File: src/hw/otsc_pkg.sv
package otsc_pkg;
  // ----------------------------------------
  // configuration codes
  // ----------------------------------------
  localparam logic [3:0]  FWD_ASSIGN_ON   = 4'h1;
  localparam logic [3:0]  REV_ASSIGN_ON   = 4'h2;
  localparam logic [3:0]  ASSIGN_OFF      = 4'h8;
  localparam logic [3:0]  STOP_LO_DB      = 4'h0;
  localparam logic [3:0]  STOP_LO_DB_CST  = 4'h1;
  localparam logic [3:0]  STOP_LO_CST     = 4'h2;
  localparam logic [3:0]  STOP_HI_NONE    = 4'h0;
  localparam logic [3:0]  STOP_HI_TRQ_ZC  = 4'h1;
  localparam logic [3:0]  STOP_HI_TRQ_CST = 4'h2;
  localparam logic [3:0]  STOP_HI_TIM_ZC  = 4'h3;
  localparam logic [3:0]  STOP_HI_TIM_CST = 4'h4;
  // ----------------------------------------
  // widths, defaults and timing
  // ----------------------------------------
  localparam int          SPD_W           = 16;
  localparam int          TRQ_W           = 10;
  localparam int          DEC_W           = 14;
  localparam logic [9:0]  ESTOP_TRQ_DEF   = 10'h320;
  localparam logic [13:0] DECEL_MS_DEF    = 14'h0000;
  localparam int          CLK_HZ          = 100_000_000;
  localparam int          MS_NS           = 1_000_000;
  localparam int          CLK_NS          = 1_000_000_000 / CLK_HZ;
  localparam int          MS_CYCLES       = MS_NS / CLK_NS;
  localparam logic [16:0] MS_CYC          = 17'(MS_CYCLES);
  localparam logic [15:0] MAX_SPEED       = 16'h7FFF;
  typedef enum logic [1:0] {OTSC_DRIVE, OTSC_STOPPING, OTSC_HELD} otsc_phase_t;
  typedef enum logic [1:0] {OTSC_OUT_RUN, OTSC_OUT_DB, OTSC_OUT_COAST, OTSC_OUT_CLAMP} otsc_mode_t;
endpackage

File: src/hw/otsc_ramp_if.sv
`timescale 1ns/1ps
interface otsc_ramp_if;
  logic        start;
  logic [15:0] speed_in;
  logic [13:0] decel_ms;
  logic [15:0] speed_out;
  logic        done;
  modport ctrl (output start, output speed_in, output decel_ms, input speed_out, input done);
  modport ramp (input start, input speed_in, input decel_ms, output speed_out, output done);
endinterface

File: src/hw/otsc_ramp.sv
`timescale 1ns/1ps
module otsc_ramp
  import otsc_pkg::*;
(
  input  wire logic  core_clk, // system clock
  input  wire logic  rst,      // sync reset
  otsc_ramp_if.ramp  rp        // ramp request and result
);
  typedef struct packed {
    logic [15:0] spd;
    logic [16:0] cyc;
    logic [13:0] ms_left;
    logic [15:0] step;
    logic        busy;
    logic        done;
  } otsc_ramp_st_t;
  otsc_ramp_st_t st_r, st_nxt;
  logic [15:0] step_c;

  always_comb begin
    st_nxt = st_r;
    st_nxt.done = 1'b0;
    // per-ms step = max speed / decel time; rounds up so ramp never overruns
    step_c = (rp.decel_ms == 14'h0000) ? MAX_SPEED :
             16'((32'(MAX_SPEED) + 32'(rp.decel_ms) - 32'h1) / 32'(rp.decel_ms));
    if (rp.start) begin
      st_nxt.busy = 1'b1;
      st_nxt.cyc = 17'h0;
      st_nxt.ms_left = rp.decel_ms;
      st_nxt.step = step_c;
      if (rp.decel_ms == 14'h0000) begin
        st_nxt.spd = 16'h0000;
        st_nxt.busy = 1'b0;
        st_nxt.done = 1'b1;
      end else begin
        st_nxt.spd = rp.speed_in;
      end
    end else if (st_r.busy) begin
      if (st_r.cyc == MS_CYC - 17'h1) begin
        st_nxt.cyc = 17'h0;
        if (st_r.spd <= st_r.step) begin
          st_nxt.spd = 16'h0000;
          st_nxt.busy = 1'b0;
          st_nxt.done = 1'b1;
        end else begin
          st_nxt.spd = st_r.spd - st_r.step;
        end
      end else begin
        st_nxt.cyc = st_r.cyc + 17'h1;
      end
    end
  end

  always_ff @(posedge core_clk) begin
    if (rst) st_r <= '0;
    else st_r <= st_nxt;
  end

  assign rp.speed_out = st_r.spd;
  assign rp.done = st_r.done;

  chk_zero_time_stop: assert property (@(posedge core_clk) disable iff (rst)
    rp.start && rp.decel_ms == 14'h0000 |=> st_r.spd == 16'h0000 && rp.done)
    else $error("zero decel time did not stop at once");
endmodule

File: src/hw/otsc_top.sv
`timescale 1ns/1ps
module otsc_top
  import otsc_pkg::*;
(
  input  wire logic                  core_clk,              // 100 MHz clock
  input  wire logic                  rst,                   // sync reset, active high
  input  wire logic                  forward_limit_input,   // limit pin, high = drive permitted
  input  wire logic                  reverse_limit_input,   // limit pin, high = drive permitted
  input  wire logic [3:0]            forward_limit_assign,  // sampled at restart
  input  wire logic [3:0]            reverse_limit_assign,  // sampled at restart
  input  wire logic [7:0]            stop_method_select,    // [7:4] upper, [3:0] lower digit, at restart
  input  wire logic [9:0]            emergency_stop_torque, // percent of rated torque
  input  wire logic [13:0]           stop_decel_time,       // ms, max speed to zero
  input  wire logic                  torque_mode,           // host runs torque control
  input  wire logic                  ref_valid,             // motion reference present
  input  wire logic                  ref_dir_rev,           // reference direction, 1 = reverse
  input  wire logic [15:0]           ref_speed,             // reference speed magnitude
  input  wire logic                  motor_stopped,         // speed feedback is zero
  input  wire logic                  servo_on,              // servo enabled
  output logic                       fwd_overtravel,        // forward prohibit active
  output logic                       rev_overtravel,        // reverse prohibit active
  output logic                       drive_enable,          // power stage on (low = base block)
  output logic                       dyn_brake,             // dynamic brake engaged
  output logic                       zero_clamp,            // hold position at zero
  output logic [15:0]                speed_cmd,             // speed command to loop
  output logic [9:0]                 torque_limit,          // active torque limit, percent
  output logic                       brake_release_output,  // holding brake released
  output otsc_mode_t                 stop_mode              // present output mode
);
  // ----------------------------------------
  // pin synchronisers
  // ----------------------------------------
  logic [1:0] fwd_sync_r, rev_sync_r;
  always_ff @(posedge core_clk) begin
    if (rst) begin
      // reset to the closed-switch level, else a false overtravel follows every reset
      fwd_sync_r <= 2'h3;
      rev_sync_r <= 2'h3;
    end else begin
      fwd_sync_r <= {fwd_sync_r[0], forward_limit_input};
      rev_sync_r <= {rev_sync_r[0], reverse_limit_input};
    end
  end

  // ----------------------------------------
  // state
  // ----------------------------------------
  typedef struct packed {
    logic        cfg_ok;
    logic        fwd_en;
    logic [3:0]  hi;
    logic [3:0]  lo;
    otsc_phase_t phase;
    logic        stop_dir_rev;
    logic        ramp_used;
    logic        fwd_ot;
    logic        rev_ot;
    logic        rev_en;
    logic        drv;
    logic        db;
    logic        zc;
    logic [15:0] spd;
    logic [9:0]  trq;
    logic        brk;
    otsc_mode_t  mode;
  } otsc_state_t;
  otsc_state_t st_r, st_nxt;

  otsc_ramp_if rif();
  logic fwd_pin, rev_pin, fwd_pro, rev_pro, hit, decel_ok, zc_after;

  assign fwd_pin = fwd_sync_r[1];
  assign rev_pin = rev_sync_r[1];

  always_comb begin
    st_nxt = st_r;
    rif.start = 1'b0;
    rif.speed_in = st_r.spd;
    rif.decel_ms = stop_decel_time;
    // settings are taken once after restart, so later changes wait for the next reset
    if (!st_r.cfg_ok) begin
      st_nxt.cfg_ok = 1'b1;
      st_nxt.fwd_en = (forward_limit_assign != ASSIGN_OFF);
      st_nxt.rev_en = (reverse_limit_assign != ASSIGN_OFF);
      st_nxt.hi = stop_method_select[7:4];
      st_nxt.lo = stop_method_select[3:0];
    end
    fwd_pro = st_r.fwd_en && !fwd_pin;
    rev_pro = st_r.rev_en && !rev_pin;
    st_nxt.fwd_ot = st_r.cfg_ok && fwd_pro;
    st_nxt.rev_ot = st_r.cfg_ok && rev_pro;
    hit = st_r.cfg_ok && ref_valid && (ref_dir_rev ? rev_pro : fwd_pro);
    decel_ok = !torque_mode && st_r.hi != STOP_HI_NONE;
    zc_after = st_r.hi == STOP_HI_TRQ_ZC || st_r.hi == STOP_HI_TIM_ZC;
    st_nxt.brk = servo_on;
    unique case (st_r.phase)
      OTSC_DRIVE: begin
        st_nxt.drv = servo_on;
        st_nxt.db = 1'b0;
        st_nxt.zc = 1'b0;
        st_nxt.trq = 10'h3FF;
        st_nxt.mode = OTSC_OUT_RUN;
        st_nxt.spd = ref_valid ? ref_speed : 16'h0000;
        if (hit && servo_on) begin
          st_nxt.phase = OTSC_STOPPING;
          st_nxt.stop_dir_rev = ref_dir_rev;
          st_nxt.ramp_used = decel_ok && (st_r.hi == STOP_HI_TIM_ZC || st_r.hi == STOP_HI_TIM_CST);
          if (decel_ok && (st_r.hi == STOP_HI_TRQ_ZC || st_r.hi == STOP_HI_TRQ_CST)) begin
            st_nxt.trq = emergency_stop_torque;
            st_nxt.spd = 16'h0000;
          end else if (decel_ok) begin
            rif.start = 1'b1;
          end else begin
            st_nxt.spd = 16'h0000;
            st_nxt.drv = 1'b0;
            st_nxt.db = (st_r.lo != STOP_LO_CST);
            st_nxt.mode = st_nxt.db ? OTSC_OUT_DB : OTSC_OUT_COAST;
          end
        end
      end
      OTSC_STOPPING: begin
        if (st_r.ramp_used) begin
          st_nxt.spd = rif.speed_out;
          st_nxt.trq = 10'h3FF;
        end else if (st_r.drv) begin
          st_nxt.trq = emergency_stop_torque;
        end
        if ((st_r.ramp_used ? rif.done : motor_stopped)) begin
          st_nxt.phase = OTSC_HELD;
          st_nxt.spd = 16'h0000;
          if (decel_ok && zc_after) begin
            st_nxt.zc = 1'b1;
            st_nxt.drv = 1'b1;
            st_nxt.mode = OTSC_OUT_CLAMP;
          end else begin
            st_nxt.drv = 1'b0;
            // brake-then-coast releases the dynamic brake once stopped
            st_nxt.db = decel_ok ? 1'b0 : (st_r.lo == STOP_LO_DB) && !torque_mode;
            st_nxt.mode = st_nxt.db ? OTSC_OUT_DB : OTSC_OUT_COAST;
          end
        end
      end
      OTSC_HELD: begin
        // a reference away from the limit, or the limit clearing, returns to drive
        if (!(st_r.stop_dir_rev ? rev_pro : fwd_pro) ||
            (ref_valid && ref_dir_rev != st_r.stop_dir_rev)) begin
          st_nxt.phase = OTSC_DRIVE;
        end
      end
    endcase
    if (!servo_on) begin
      st_nxt.drv = 1'b0;
      st_nxt.zc = 1'b0;
      st_nxt.spd = 16'h0000;
      st_nxt.phase = OTSC_DRIVE;
    end
  end

  always_ff @(posedge core_clk) begin
    if (rst) begin
      st_r <= '0;
      st_r.phase <= OTSC_DRIVE;
      st_r.mode <= OTSC_OUT_RUN;
      st_r.trq <= ESTOP_TRQ_DEF;
    end else begin
      st_r <= st_nxt;
    end
  end

  // ----------------------------------------
  // deceleration ramp
  // ----------------------------------------
  otsc_ramp u_ramp (
    .core_clk (core_clk),
    .rst      (rst),
    .rp       (rif.ramp)
  );

  assign fwd_overtravel = st_r.fwd_ot;
  assign rev_overtravel = st_r.rev_ot;
  assign drive_enable = st_r.drv;
  assign dyn_brake = st_r.db;
  assign zero_clamp = st_r.zc;
  assign speed_cmd = st_r.spd;
  assign torque_limit = st_r.trq;
  assign brake_release_output = st_r.brk;
  assign stop_mode = st_r.mode;

  // ----------------------------------------
  // checks
  // ----------------------------------------
  chk_fwd_prohibit: assert property (@(posedge core_clk) disable iff (rst)
    st_r.cfg_ok && st_r.fwd_en && !fwd_pin |=> fwd_overtravel)
    else $error("forward overtravel not flagged");
  chk_rev_prohibit: assert property (@(posedge core_clk) disable iff (rst)
    st_r.cfg_ok && st_r.rev_en && !rev_pin |=> rev_overtravel)
    else $error("reverse overtravel not flagged");
  chk_disabled_fwd: assert property (@(posedge core_clk) disable iff (rst)
    !st_r.fwd_en |=> !fwd_overtravel)
    else $error("disabled forward limit acted");
  chk_disabled_rev: assert property (@(posedge core_clk) disable iff (rst)
    !st_r.rev_en |=> !rev_overtravel)
    else $error("disabled reverse limit acted");
  chk_opposite_runs: assert property (@(posedge core_clk) disable iff (rst)
    st_r.phase == OTSC_DRIVE && servo_on && ref_valid && !hit |=> speed_cmd == $past(ref_speed))
    else $error("opposite reference not executed");
  chk_db_stop: assert property (@(posedge core_clk) disable iff (rst)
    st_r.phase == OTSC_DRIVE && hit && servo_on && !decel_ok && st_r.lo == STOP_LO_DB |=> dyn_brake && !drive_enable)
    else $error("dynamic brake stop missing");
  chk_estop_torque: assert property (@(posedge core_clk) disable iff (rst)
    st_r.phase == OTSC_DRIVE && hit && servo_on && decel_ok && st_r.hi == STOP_HI_TRQ_ZC
    |=> torque_limit == $past(emergency_stop_torque))
    else $error("emergency torque not applied");
  chk_torque_no_clamp: assert property (@(posedge core_clk) disable iff (rst)
    torque_mode && st_r.phase == OTSC_STOPPING && motor_stopped && !st_r.ramp_used |=> !zero_clamp)
    else $error("torque control clamped");
  chk_base_block: assert property (@(posedge core_clk) disable iff (rst)
    st_r.phase == OTSC_HELD && !zero_clamp |-> !drive_enable)
    else $error("drive on in base block");
  chk_brake_held: assert property (@(posedge core_clk) disable iff (rst)
    servo_on && (fwd_overtravel || rev_overtravel) |=> brake_release_output)
    else $error("brake engaged on overtravel");
  chk_fwd_clear: assert property (@(posedge core_clk) disable iff (rst)
    st_r.cfg_ok && fwd_pin |=> !fwd_overtravel)
    else $error("forward overtravel with limit closed");
  chk_rev_clear: assert property (@(posedge core_clk) disable iff (rst)
    st_r.cfg_ok && rev_pin |=> !rev_overtravel)
    else $error("reverse overtravel with limit closed");
  chk_fwd_ref_stop: assert property (@(posedge core_clk) disable iff (rst)
    st_r.phase == OTSC_DRIVE && servo_on && ref_valid && !ref_dir_rev && st_r.cfg_ok && st_r.fwd_en && !fwd_pin
    |=> st_r.phase == OTSC_STOPPING)
    else $error("forward stop not started");
  chk_rev_ref_stop: assert property (@(posedge core_clk) disable iff (rst)
    st_r.phase == OTSC_DRIVE && servo_on && ref_valid && ref_dir_rev && st_r.cfg_ok && st_r.rev_en && !rev_pin
    |=> st_r.phase == OTSC_STOPPING)
    else $error("reverse stop not started");
  chk_disabled_no_stop: assert property (@(posedge core_clk) disable iff (rst)
    st_r.phase == OTSC_DRIVE && servo_on && ref_valid && !(ref_dir_rev ? st_r.rev_en : st_r.fwd_en)
    |=> st_r.phase == OTSC_DRIVE)
    else $error("disabled limit started a stop");
  chk_held_resume: assert property (@(posedge core_clk) disable iff (rst)
    st_r.phase == OTSC_HELD && servo_on && ref_valid && ref_dir_rev != st_r.stop_dir_rev
    |=> st_r.phase == OTSC_DRIVE)
    else $error("opposite reference did not resume drive");

  // ----------------------------------------
  // stop sequence checks
  // ----------------------------------------
  chk_coast_stop: assert property (@(posedge core_clk) disable iff (rst)
    st_r.phase == OTSC_DRIVE && hit && servo_on && !decel_ok && st_r.lo == STOP_LO_CST
    |=> !dyn_brake && !drive_enable && stop_mode == OTSC_OUT_COAST)
    else $error("coasting stop wrong");
  chk_db_release: assert property (@(posedge core_clk) disable iff (rst)
    st_r.phase == OTSC_STOPPING && !st_r.ramp_used && motor_stopped && st_r.lo == STOP_LO_DB_CST |=> !dyn_brake)
    else $error("dynamic brake kept after brake-then-coast stop");
  chk_estop_coast: assert property (@(posedge core_clk) disable iff (rst)
    st_r.phase == OTSC_DRIVE && hit && servo_on && decel_ok && st_r.hi == STOP_HI_TRQ_CST
    |=> torque_limit == $past(emergency_stop_torque) && speed_cmd == 16'h0000)
    else $error("emergency torque stop wrong");
  chk_estop_hold: assert property (@(posedge core_clk) disable iff (rst)
    st_r.phase == OTSC_STOPPING && !st_r.ramp_used && st_r.drv |=> torque_limit == $past(emergency_stop_torque))
    else $error("emergency torque not held while stopping");
  chk_ramp_start: assert property (@(posedge core_clk) disable iff (rst)
    st_r.phase == OTSC_DRIVE && hit && servo_on && decel_ok &&
    (st_r.hi == STOP_HI_TIM_ZC || st_r.hi == STOP_HI_TIM_CST) |-> rif.start)
    else $error("deceleration ramp not started");
  chk_ramp_follow: assert property (@(posedge core_clk) disable iff (rst)
    st_r.phase == OTSC_STOPPING && st_r.ramp_used && servo_on && !rif.done |=> speed_cmd == $past(rif.speed_out))
    else $error("speed command not following ramp");
  chk_clamp_after: assert property (@(posedge core_clk) disable iff (rst)
    st_r.phase == OTSC_STOPPING && servo_on && decel_ok && zc_after && (st_r.ramp_used ? rif.done : motor_stopped)
    |=> zero_clamp && drive_enable && stop_mode == OTSC_OUT_CLAMP)
    else $error("zero clamp not entered");
  chk_coast_after: assert property (@(posedge core_clk) disable iff (rst)
    st_r.phase == OTSC_STOPPING && !(decel_ok && zc_after) && (st_r.ramp_used ? rif.done : motor_stopped)
    |=> !drive_enable && !zero_clamp)
    else $error("base block not entered after stop");
  chk_torque_no_decel: assert property (@(posedge core_clk) disable iff (rst)
    st_r.phase == OTSC_DRIVE && hit && servo_on && torque_mode |=> !drive_enable && speed_cmd == 16'h0000)
    else $error("torque control decelerated");
  chk_torque_coast_end: assert property (@(posedge core_clk) disable iff (rst)
    torque_mode && st_r.phase == OTSC_STOPPING && !st_r.ramp_used && motor_stopped |=> !dyn_brake)
    else $error("torque control not coasting after stop");
  chk_servo_off: assert property (@(posedge core_clk) disable iff (rst)
    !servo_on |=> !drive_enable && !zero_clamp && speed_cmd == 16'h0000)
    else $error("drive left on with servo off");

  // ----------------------------------------
  // coverage
  // ----------------------------------------
  cov_torque_stop: cover property (@(posedge core_clk) torque_mode && st_r.phase == OTSC_STOPPING);
  cov_fwd_stop: cover property (@(posedge core_clk) st_r.phase == OTSC_DRIVE && hit && !ref_dir_rev);
  cov_ramp_done: cover property (@(posedge core_clk) st_r.ramp_used && rif.done);
  cov_clamp: cover property (@(posedge core_clk) zero_clamp);
  cov_resume: cover property (@(posedge core_clk) st_r.phase == OTSC_HELD ##1 st_r.phase == OTSC_DRIVE);
endmodule

File: config.mk
export PLATFORM = sky130hd
export DESIGN_NAME = otsc_top
export DESIGN_NICKNAME = d
export VERILOG_FILES = /design/src/hw/otsc_pkg.sv /design/src/hw/otsc_ramp_if.sv /design/src/hw/otsc_ramp.sv /design/src/hw/otsc_top.sv
export SDC_FILE = /design/constraint.sdc
export NUM_CORES = 1
export LEC_CHECK = 0
export ABC_CLOCK_PERIOD_IN_PS = 145300
export BUFFER_PORTS_ARGS = -buffer_cell sky130_fd_sc_hd__buf_2
export CAP_MARGIN = 20
export CORE_MARGIN = 5
export CORE_UTILIZATION = 45
export DETAILED_ROUTE_END_ITERATION = 8
export GPL_TIMING_DRIVEN = 0
export HOLD_SLACK_MARGIN = 0.02
export PLACE_DENSITY_LB_ADDON = 0.2
export SLEW_MARGIN = 10
export SYNTH_ARGS = -nofsm -noshare
export SYNTH_HDL_FRONTEND = slang
export SYNTH_SLANG_ARGS = --single-unit
File: constraint.sdc
create_clock -name core_clk -period 145.3 [get_ports core_clk]
set_input_delay 29.06 -clock core_clk [delete_from_list [all_inputs] [get_ports core_clk]]
set_output_delay 29.06 -clock core_clk [all_outputs]
set_load 0.01 [all_outputs]
==> run metrics <==
final non-filler cell total=4682; Initial Util=45.12%; asr flop ratio synth=0%; Max Clock Skew=0.009034 ns; top-area cell type share of the netlist area=17.60%; ANT nets after route=0; I/O pin count=99; Synth area leaders=ha_1 (18%), dfxtp_1 (7.7%), o21a_1 (5.3%); CP Capture Type=register; Slew Limit Fails=0; Hold Path Class=reg -> reg; NumNets Final=4341; synthesized area per cell=7.192 sq um; Worst-path clk slew=0.08 ns; final worst-path cycle share=93.47%; PortBufs=92; Final TNS setup=0 ns; register bit total from synthesis=104; Hold Slack=0.4230 ns; core footprint=60020 sq um; Slew @ Worst Pin=1.063 ns; first-pass GRT wire length=128.8 mm; cts bufs inserted=9; Setup-failing EPs final=0; vias per cell=5.999; clk root buf=clkbuf_16; Remaining Overflow, GRT=0; DRC=0; Cells after DPL=4661; Die ar.=65180 sq um; htree depth=3; Worst Setup EP=u_ramp.st_r[2]; Startpoint Class=primary input; P&R area growth vs syn=7.647%; Site Rows=90; CTS Buffer Depth=2; final-report hold violation count=0; WP data required=145.53 ns; dominant synthesized flop cell=dfxtp_1; final wirelength=78.35 mm; placed wire-length estimate=64.24 mm; vias in the first global route=25.71k; max_cap viols=0; CP max stage delay=0.69 ns; share of cells above drive strength 1=10.26%; number of synthesized flops with an enable pin=0; Reg2Reg Setup Slack=141.57 ns; Yosys warnings=0; CP max stage cell=a2111oi_1; largest net degree at the start of global routing=30; DIE HEIGHT=255.3 um; critical path class=in -> reg; Reg-to-Reg Start=u_ramp.rp.speed_out[0]; post-synth top area cell=ha_1; initial DRC count=1720; Vias=28.09k; post-synthesis sequential area ratio=7.688%; initial antenna violation count=2; Num Clock Sinks=104; CP max FO=25; CP startpoint=stop_decel_time[0]; Netlist cell types=119; Critical Path AT=136.05 ns; drt pass-1 iters=5; Die Width=255.3 um; Total GRT Usage=22.70%; Reg2Reg Depth=17; Synth Cell Area=27080 sq um; Clk Latency, worst-skew pair=0.36 ns; TritonCTS clock tree=done; Syn Inst Count=3765; outcome=complete, no violations; RR Endpoint=u_ramp.rp.speed_out[13]; Avg WL per Cell=16.73 um; GP Congestion=0.8809; Crit path top cell by count=o21a_1; slew margin rel.=28.72%; Peak Freq=7.363 MHz; min Tclk post-route=135.82 ns
[cell usage in the layout (no fill, tap or decap), types with 104 or more instances in the layout]
| cell type | synthesis | layout |
|---|---|---|
| o31ai_1 | 125 | 123 |
| dfxtp_1 | 104 | 104 |
| o21ai_0 | 182 | 182 |
| xnor2_1 | 130 | 130 |
| nand2_1 | 300 | 300 |
| inv_1 | 133 | 124 |
| buf_2 | 17 | 111 |
| nor3_1 | 215 | 215 |
| o21a_1 | 191 | 191 |
| nor2_1 | 371 | 371 |
| a21oi_1 | 247 | 247 |
| ha_1 | 381 | 381 |
[cells by family (layout without fill, tap and decap cells)]
| kind of cell | count (synthesis) | in the layout | synth area share, % |
|---|---|---|---|
| AND/OR/NAND/NOR | 1418 | 1418 | 26.34 |
| AO/OA/AOI/OAI | 1252 | 1252 | 32.06 |
| adder cells (fa/ha/maj) | 382 | 382 | 17.68 |
| buffers and inverters | 272 | 392 | 4.431 |
| XOR/XNOR | 218 | 218 | 7.051 |
| multiplexers | 118 | 118 | 4.741 |
| flip-flops | 104 | 104 | 7.688 |
| other | 1 | 16 | 0.01385 |
[worst max-delay path: cells and delay by family]
family	cells	cell delay (ns)
muxes	6	2.23
xor gates and xnor gates	1	0.18
AOI/OAI and AO/OA	243	52.84
buffers and inverters	60	17.22
and+or+nand+nor	117	24.25
adders and majority gates	34	10.05
[timing repair]
item                       4_1_cts  5_1_grt
buffers inserted                 0        0
resized for setup                0        5
setup endpoints to repair        0        1
hold buffers                     0        0
[area by class of cell]
cell class	count	area, sq um
Antenna cell	1	2.502
Sequential cell	104	2082
Clock buffer	9	225.2
Multi-Input combinational cell	3403	23870
Tap cell	782	978.4
Fill cell	6039	30870
Clock inverter	7	86.33
Timing Repair Buffer	104	708.2
Buffer	139	700.7
Inverter	133	499.2
[cell usage after synthesis, drive strengths merged, types with 11 or more instances]
cell	number
a211o	12
a211oi	63
a21boi	17
a21o	75
a21oi	248
a22oi	44
a31oi	41
a41oi	11
and2	35
and3	35
and4	13
buf	68
clkbuf	71
dfxtp	104
ha	381
inv	133
mux2	79
mux2i	39
nand2	302
nand2b	56
nand3	89
nand4	51
nor2	373
nor2b	38
nor3	220
nor3b	12
nor4	40
o2111ai	11
o211ai	38
o21a	191
o21ai	201
o21bai	15
o22ai	12
o31a	11
o31ai	126
or2	64
or3	34
or4	20
xnor2	130
xor2	88
[state kept, by name, summed over array words and instances, names as in the netlist]
name                  cells
zero_clamp                1
st_r                     15
brake_release_output      1
u_ramp.rp.done            1
stop_mode                 2
fwd_overtravel            1
torque_limit             10
drive_enable              1
u_ramp.st_r              34
rev_overtravel            1
speed_cmd                16
dyn_brake                 1
u_ramp.rp.speed_out      16
rev_sync_r                2
fwd_sync_r                2
[through the flow]
stage | utilization (%) | worst slack (ns) | area (sq um)
finish | 48.57 | 9.482 | 29150
global placement | 47.60 | 8.403 | 28570
global route | 48.56 | -0.0008811 | 29150
CTS | 48.41 | 8.783 | 29060
floorplan | - | 26.46 | 27130
detailed placement | 47.89 | 8.796 | 28750
[how the worst min path moves through the flow]
| stage | slack [ns] | endpoint | from | depth (start not counted) |
|---|---|---|---|---|
| 4_1_cts | 0.43 | rev_sync_r[1] | rev_sync_r[0] | 1 |
| 6_report | 0.42 | rev_sync_r[1] | rev_sync_r[0] | 1 |
| 2_1_floorplan | 0.39 | fwd_sync_r[1] | fwd_sync_r[0] | 1 |
| 3_3_place_gp | 0.40 | rev_sync_r[1] | rev_sync_r[0] | 1 |
| 5_1_grt | 0.45 | fwd_sync_r[1] | fwd_sync_r[0] | 1 |
| 3_5_place_dp | 0.40 | rev_sync_r[1] | rev_sync_r[0] | 1 |
[metal layers]
metal	track usage (%)	vias up	wire length, um
li1	-	14540	-
met1	32.19	12880	38860
met2	38.54	597	34970
met3	1.491	65	3274
met4	4.004	0	1245
met5	0	-	0
Power is not shown: default switching activity piles up to over one toggle a cycle in this logic, so the estimate is an artifact.
